==> src/design/ext_bus_pkg.sv <==
// shared constants and carrier types for the external bus interface
package ext_bus_pkg;
  localparam int addr_width = 12;
  localparam int data_width = 16;
  localparam int port_width = 3;
  localparam int port_number_lsb = 0;
  localparam int port_number_msb = 2;
  localparam int address_bit_three = 3;
  localparam int address_msb = 11;
  localparam int address_lsb = 0;
  localparam int reset_hold_cycles = 5;
  localparam logic [11:0] pc_reset_value = 12'h000;

  typedef enum logic [5:0] {
    op_seq = 6'h01,
    op_in = 6'h02,
    op_out = 6'h04,
    op_table_write = 6'h08,
    op_branch_on_poll = 6'h10,
    op_jump = 6'h20
  } op_e;

  // one request from the execution core per machine cycle
  typedef struct packed {
    logic valid;
    op_e op;
    logic [11:0] target;
    logic [2:0] port;
    logic [15:0] wdata;
    logic [11:0] table_addr;
  } core_req_s;

  // strobes are active low
  typedef struct packed {
    logic fetch_strobe_n;
    logic write_strobe_n;
    logic input_data_strobe_n;
  } strobes_s;
endpackage
==> src/design/bus_cycle_seq.sv <==
// two-cycle sequencer for instructions that occupy the bus twice
`timescale 1ns/100ps
module bus_cycle_seq
(
  input wire logic mclk_in,
  input wire logic rst_n_in,
  input wire logic start_in,
  output logic second_cycle_out
);
  typedef struct packed {
    logic second;
  } seq_state_s;

  seq_state_s state_reg;
  seq_state_s state_next;

  always_comb
  begin
    state_next = state_reg;
    state_next.second = start_in && !state_reg.second;
  end

  always_ff @(posedge mclk_in or negedge rst_n_in)
  begin
    if (!rst_n_in)
      state_reg <= '0;
    else
      state_reg <= state_next;
  end

  assign second_cycle_out = state_reg.second;
endmodule

==> src/design/ext_bus_if.sv <==
// external program/port bus interface of the signal processor
// Notes on behaviour
// - address lines always driven, never floated
// - port number on three low address lines
// - upper nine address lines low on port access
// - data bus driven only while write strobe low
// - branch-on-poll taken when poll input low, unless requested while input or write strobe low
// - input strobe first cycle of port input
// - input strobe low keeps write, fetch high
// - write strobe: port output, table-write second cycle
// - fetch strobe low on all other cycles, except in reset and the first cycle after its release
// - reset five cycles: strobes high, bus released, clear
`timescale 1ns/100ps
module ext_bus_if
(
  input wire logic mclk_in,
  input wire logic resetn_in,
  input wire ext_bus_pkg::core_req_s req_in,
  input wire logic poll_input_n_in,
  input wire logic [15:0] data_in,
  output logic [11:0] address_out,
  output logic [15:0] data_out,
  output logic [15:0] data_oe_n_out,
  output ext_bus_pkg::strobes_s strobes_out,
  output logic [15:0] read_data_out,
  output logic read_valid_out,
  output logic busy_out
);
  // ****************************************
  // state
  // ****************************************
  typedef enum logic [2:0] {
    st_reset = 3'h1,
    st_run = 3'h2,
    st_table = 3'h4
  } phase_e;

  typedef struct packed {
    phase_e phase;
    logic [11:0] pc;
    logic [11:0] addr;
    logic [15:0] wdata;
    logic drive;
    ext_bus_pkg::strobes_s strobes;
    logic [15:0] rdata;
    logic rvalid;
  } bus_state_s;

  bus_state_s state_reg;
  bus_state_s state_next;
  // kept apart from the state struct: it alone is reset by the raw pin
  logic [1:0] rst_sync_reg;
  logic rst_n;
  logic second_cycle;
  logic table_start;

  // reset released through two flops; the first is seen only by the second
  always_ff @(posedge mclk_in or negedge resetn_in)
  begin
    if (!resetn_in)
      rst_sync_reg <= 2'h0;
    else
      rst_sync_reg <= {rst_sync_reg[0], 1'b1};
  end

  assign rst_n = rst_sync_reg[1];

  function automatic logic [11:0] port_address(input logic [2:0] port);
    port_address = {9'h000, port};
  endfunction

  assign table_start = (state_reg.phase == st_run) && req_in.valid
    && (req_in.op == ext_bus_pkg::op_table_write);

  bus_cycle_seq u_seq
  (
    .mclk_in(mclk_in),
    .rst_n_in(rst_n),
    .start_in(table_start),
    .second_cycle_out(second_cycle)
  );

  // ****************************************
  // next state
  // ****************************************
  always_comb
  begin
    state_next = state_reg;
    state_next.rvalid = 1'b0;
    state_next.drive = 1'b0;
    state_next.strobes = '{fetch_strobe_n: 1'b0, write_strobe_n: 1'b1,
      input_data_strobe_n: 1'b1};
    unique case (state_reg.phase)
      st_reset:
      begin
        // clear one full cycle after release
        state_next.pc = ext_bus_pkg::pc_reset_value;
        state_next.addr = ext_bus_pkg::pc_reset_value;
        state_next.phase = st_run;
      end
      st_run:
      begin
        state_next.addr = state_reg.pc;
        if (req_in.valid)
        begin
          unique case (req_in.op)
            ext_bus_pkg::op_in:
            begin
              state_next.addr = port_address(req_in.port);
              state_next.strobes = '{fetch_strobe_n: 1'b1, write_strobe_n: 1'b1,
                input_data_strobe_n: 1'b0};
            end
            ext_bus_pkg::op_out:
            begin
              state_next.addr = port_address(req_in.port);
              state_next.wdata = req_in.wdata;
              state_next.drive = 1'b1;
              state_next.strobes = '{fetch_strobe_n: 1'b1, write_strobe_n: 1'b0,
                input_data_strobe_n: 1'b1};
            end
            ext_bus_pkg::op_table_write:
            begin
              state_next.addr = req_in.table_addr;
              state_next.wdata = req_in.wdata;
              state_next.phase = st_table;
            end
            ext_bus_pkg::op_branch_on_poll:
            begin
              if (!poll_input_n_in)
                state_next.pc = req_in.target;
              else
                state_next.pc = state_reg.pc + 12'h001;
            end
            ext_bus_pkg::op_jump:
              state_next.pc = req_in.target;
            default:
              state_next.pc = state_reg.pc + 12'h001;
          endcase
        end
      end
      st_table:
      begin
        // second cycle of table write: write strobe, fetch held high
        state_next.drive = 1'b1;
        state_next.strobes = '{fetch_strobe_n: 1'b1, write_strobe_n: 1'b0,
          input_data_strobe_n: 1'b1};
        state_next.pc = state_reg.pc + 12'h001;
        state_next.phase = st_run;
      end
      default:
        state_next.phase = st_reset;
    endcase
    // data is taken at the end of the input strobe cycle
    if (!state_reg.strobes.input_data_strobe_n)
    begin
      state_next.rdata = data_in;
      state_next.rvalid = 1'b1;
      state_next.pc = state_reg.pc + 12'h001;
    end
    if (!state_reg.strobes.write_strobe_n && state_reg.phase == st_run)
      state_next.pc = state_reg.pc + 12'h001;
  end

  always_ff @(posedge mclk_in or negedge rst_n)
  begin
    if (!rst_n)
    begin
      state_reg.phase <= st_reset;
      state_reg.pc <= ext_bus_pkg::pc_reset_value;
      state_reg.addr <= ext_bus_pkg::pc_reset_value;
      state_reg.wdata <= 16'h0000;
      state_reg.drive <= 1'b0;
      state_reg.strobes <= 3'h7;
      state_reg.rdata <= 16'h0000;
      state_reg.rvalid <= 1'b0;
    end
    else
    begin
      state_reg.phase <= state_next.phase;
      state_reg.pc <= state_next.pc;
      state_reg.addr <= state_next.addr;
      state_reg.wdata <= state_next.wdata;
      state_reg.drive <= state_next.drive;
      state_reg.strobes <= state_next.strobes;
      state_reg.rdata <= state_next.rdata;
      state_reg.rvalid <= state_next.rvalid;
    end
  end

  // ****************************************
  // outputs
  // ****************************************
  assign address_out = state_reg.addr;
  assign data_out = state_reg.wdata;
  // enable active low, from the drive flop, which is set together with the write strobe so they never disagree
  assign data_oe_n_out = {16{~state_reg.drive}};
  assign strobes_out = state_reg.strobes;
  assign read_data_out = state_reg.rdata;
  assign read_valid_out = state_reg.rvalid;
  assign busy_out = (state_reg.phase != st_run) || second_cycle;
endmodule

==> config.mk <==
export PLATFORM = sky130hd
export DESIGN_NAME = ext_bus_if
export DESIGN_NICKNAME = d
export VERILOG_FILES = /design/src/design/ext_bus_pkg.sv /design/src/design/bus_cycle_seq.sv /design/src/design/ext_bus_if.sv
export SDC_FILE = /design/constraint.sdc
export NUM_CORES = 1
export LEC_CHECK = 0
export ABC_CLOCK_PERIOD_IN_PS = 2200
export BUFFER_PORTS_ARGS = -buffer_cell sky130_fd_sc_hd__buf_2
export CORE_MARGIN = 3
export CORE_UTILIZATION = 45
export CTS_CLUSTER_DIAMETER = 150
export CTS_CLUSTER_SIZE = 24
export DETAILED_ROUTE_END_ITERATION = 10
export PLACE_DENSITY = 0.86
export SLEW_MARGIN = 20
export SYNTH_ARGS = -nofsm -noshare
export SYNTH_HDL_FRONTEND = slang
export SYNTH_SLANG_ARGS = --single-unit
==> constraint.sdc <==
create_clock -name mclk_in -period 2.2 [get_ports mclk_in]
set_clock_uncertainty 0.15 [all_clocks]
set_input_delay 0.11 -clock mclk_in [delete_from_list [all_inputs] [get_ports mclk_in]]
set_output_delay 0.11 -clock mclk_in [all_outputs]
set_load 0.02 [all_outputs]
==> impl_metrics.json <==
{
  "status": "complete, no violations",
  "path_max_fanout": 12,
  "swShare_pct": 33.2,
  "synth_edf_count": 0,
  "nNetsFinal": 535,
  "grt_use_total_pct": 20.9,
  "maxCapViolCount": 0,
  "drt-initial-drc-count": 196,
  "synth_area_mm2": 0.00359,
  "min_to": "state_reg[49]$_DFFE_PN0P_",
  "avgSynthCellArea_um2": 11.0,
  "wl_per_cell_um": 16.0,
  "stdcell_count": 569,
  "core_area_mm2": 0.00749,
  "wl_met3_um": 668,
  "htreeDepth": 3,
  "drv_slew": 0,
  "timing.final.crit_period_ns": 2.01,
  "combPwrFrac_pct": 31.1,
  "gp_congestion": 0.865,
  "num_rows": 31,
  "layout_common_cells": "buf_2, dfrtp_1, dlygate4sd3_1",
  "grt_pass1_vias": 3039,
  "ys_ff_latch": 67,
  "final_common_cell": "buf_2",
  "io_pins": 134,
  "slowest_stage": "dlygate4sd3_1",
  "sequentialPowerShare_pct": 39.7,
  "power.switching_w": 0.00125,
  "cpPeakStageDelay_ns": 0.52,
  "routed-wl-met2_um": 4740,
  "pwr-share-clk_pct": 29.1,
  "postRouteAntennaNets": 0,
  "critPathKind": "in -> reg",
  "highest_layer": "met4",
  "hold_viol_final": 0,
  "antenna_cells": 0,
  "min_path_cells": 5,
  "max-clock-path-buffers": 2,
  "drive_above_1_share_pct": 43.4,
  "power_density_mw_per_mm2": 790,
  "grt_start_max_net_pins": 35,
  "via_count": 2972,
  "irDropWorstVdd_mv": 0.380,
  "tns_ns": 0,
  "rr_worst_depth": 6,
  "fin_crit_sh_pct": 91.6,
  "grt_first_pass_wirelength_um": 14400,
  "worstPathCellList": "dlygate4sd3_1 > buf_2 > nor2b_1 > o311ai_2 > o21a_2 > a222oi_1 > inv_1",
  "rrSetupSlack_ns": 0.22,
  "end_kind": "flip-flop",
  "cts_buffers": 9,
  "leakage_nw": 2.34,
  "cts_tree": "done",
  "hp-class": "in -> reg",
  "syn-instance-count": 327,
  "cts_root_buffer": "clkbuf_8",
  "fin_util_pct": 63.6,
  "drc": 0,
  "p_int_w": 0.00251,
  "antenna_found_initial": 0,
  "routed_wl_um": 9100,
  "syn_nets": 397,
  "timing.rr.end": "state_reg[60]$_DFFE_PN0P_",
  "die_area_mm2": 0.00908,
  "async_flop_share_pct": 100,
  "crit_arrival_ns": 2.09,
  "port_buffers": 133,
  "die_h_um": 95.3,
  "cp-start-kind": "primary input",
  "die_w_um": 95.3,
  "dp.cells": 491,
  "fmax_mhz": 496,
  "area_growth_pct": 32.8,
  "synth_cell_types": 51,
  "ys_seq_area_share_pct": 46.9,
  "cts_setup_buffers": 0,
  "via_per_inst": 5.22,
  "required_ns": 2.27,
  "met1_length_um": 3400,
  "firstDrtPassIters": 7,
  "rsz0062_at_grt": "no",
  "dp_hpwl_um": 5910,
  "start_util_pct": 47.9,
  "insertion_delay_ns": 0.34,
  "synthFlopType": "dfrtp_1",
  "tightestPinTransition_ns": 0.679,
  "relSlewSlack_pct": 54.8,
  "r2r-start": "state_reg[63]$_DFFE_PN0P_",
  "cts.sinks": 67,
  "clkSlewWorstSetupHoldPaths_ns": 0.08,
  "worstHoldStart": "req_in[31]",
  "grt_overflow": 0,
  "setup_viol": 0,
  "ys_warn_count": 0
}
## power groups by stage
stage	Sequential [W]	Clock (W)	Combinational [W]
2_1_floorplan	0.00150	0	0.000904
3_3_place_gp	0.00150	0	0.00103
3_5_place_dp	0.00152	0	0.00106
4_1_cts	0.00149	0.00113	0.00115
5_1_grt	0.00152	0.00119	0.00127
6_report	0.00149	0.00110	0.00117
## final cells by class
class | count | area (um2)
Timing Repair Buffer | 204 | 1380
Multi-Input combinational cell | 160 | 1280
Clock buffer | 9 | 124
Tap cell | 99 | 124
Sequential cell | 67 | 1680
Clock inverter | 7 | 91.3
Inverter | 23 | 86.3
Fill cell | 561 | 2720
## Yosys cell counts (2+ instances only)
master | count | area share (%)
buf_4 | 64 | 13
dfrtp_1 | 63 | 44
inv_1 | 23 | 2.4
mux2_2 | 22 | 6.9
nor2_1 | 14 | 1.5
a222oi_1 | 11 | 3.1
mux2_4 | 10 | 4.2
a22oi_1 | 9 | 1.9
nand2_1 | 9 | 0.94
a21oi_1 | 8 | 1.1
nand3_1 | 8 | 1.1
o211ai_1 | 7 | 1.5
o22ai_1 | 7 | 1.2
buf_2 | 5 | 0.70
nor3_1 | 5 | 0.70
a32oi_1 | 4 | 0.98
clkbuf_1 | 4 | 0.42
dfstp_2 | 4 | 2.9
nand4_1 | 4 | 0.70
o21ai_0 | 4 | 0.56
and3_1 | 3 | 0.52
buf_1 | 3 | 0.31
nor2b_1 | 3 | 0.52
nand2b_1 | 2 | 0.35
nor3b_1 | 2 | 0.42
nor4_1 | 2 | 0.35
o31ai_1 | 2 | 0.42
xnor2_1 | 2 | 0.49
## cell families (layout without fill, tap and decap cells)
group | count (synthesis) | count (layout) | synth area share (%)
AOI/OAI and AO/OA | 62 | 62 | 13.1
xor gates and xnor gates | 3 | 3 | 0.733
other | 1 | 1 | 0.105
adders and majority gates | 1 | 1 | 0.349
DFF | 67 | 67 | 46.9
buffers and inverters | 100 | 243 | 17.8
and+or+nand+nor | 60 | 60 | 9.70
muxes | 33 | 33 | 11.4
## layer usage
layer,global-route usage (%),vias to the layer above
met5,0,-
met4,10.5,0
met3,3.87,26
met2,37.8,152
met1,23.2,1411
li1,-,1383
## through the flow
| stage | worst slack, ns | total power [W] | area, um2 | hold slack (ns) |
|---|---|---|---|---|
| 3_3_place_gp | 0.286 | 0.00253 | 3920 | -0.252 |
| 4_1_cts | 0.0843 | 0.00378 | 4750 | 0.0366 |
| 6_report | 0.185 | 0.00376 | 4760 | 0.0564 |
| 5_1_grt | 0.0801 | 0.00397 | 4760 | 0.0911 |
| 3_5_place_dp | 0.233 | 0.00258 | 3920 | -0.250 |
| 2_1_floorplan | 0.0532 | 0.00240 | 3590 | -0.336 |
## repair_timing
item                       CTS  global route
gates resized for setup      0             2
hold buffers                62             0
setup endpoints to repair    0            10
hold endpoints to repair    62             0
## worst max-delay path, delay by kind of cell
family | cells | cell delay [ns]
AOI/OAI and AO/OA | 3 | 0.89
and+or+nand+nor | 1 | 0.31
buffers and inverters | 3 | 0.77
## worst max-delay path by stage
stage / depth (start not counted) / to / startpoint
floorplan: 0 / address_out[0]$_DFFE_PN0P_ / rst_sync_reg[1]$_DFF_PN0_
global placement: 6 / address_out[0]$_DFFE_PN0P_ / req_in[45]
detailed placement: 6 / state_reg[51]$_DFFE_PN0P_ / state_reg[63]$_DFFE_PN0P_
CTS: 7 / address_out[2]$_DFFE_PN0P_ / req_in[45]
global route: 6 / state_reg[60]$_DFFE_PN0P_ / state_reg[62]$_DFFE_PN0P_
finish: 7 / address_out[0]$_DFFE_PN0P_ / req_in[45]
(Power assumes the default switching activity.)
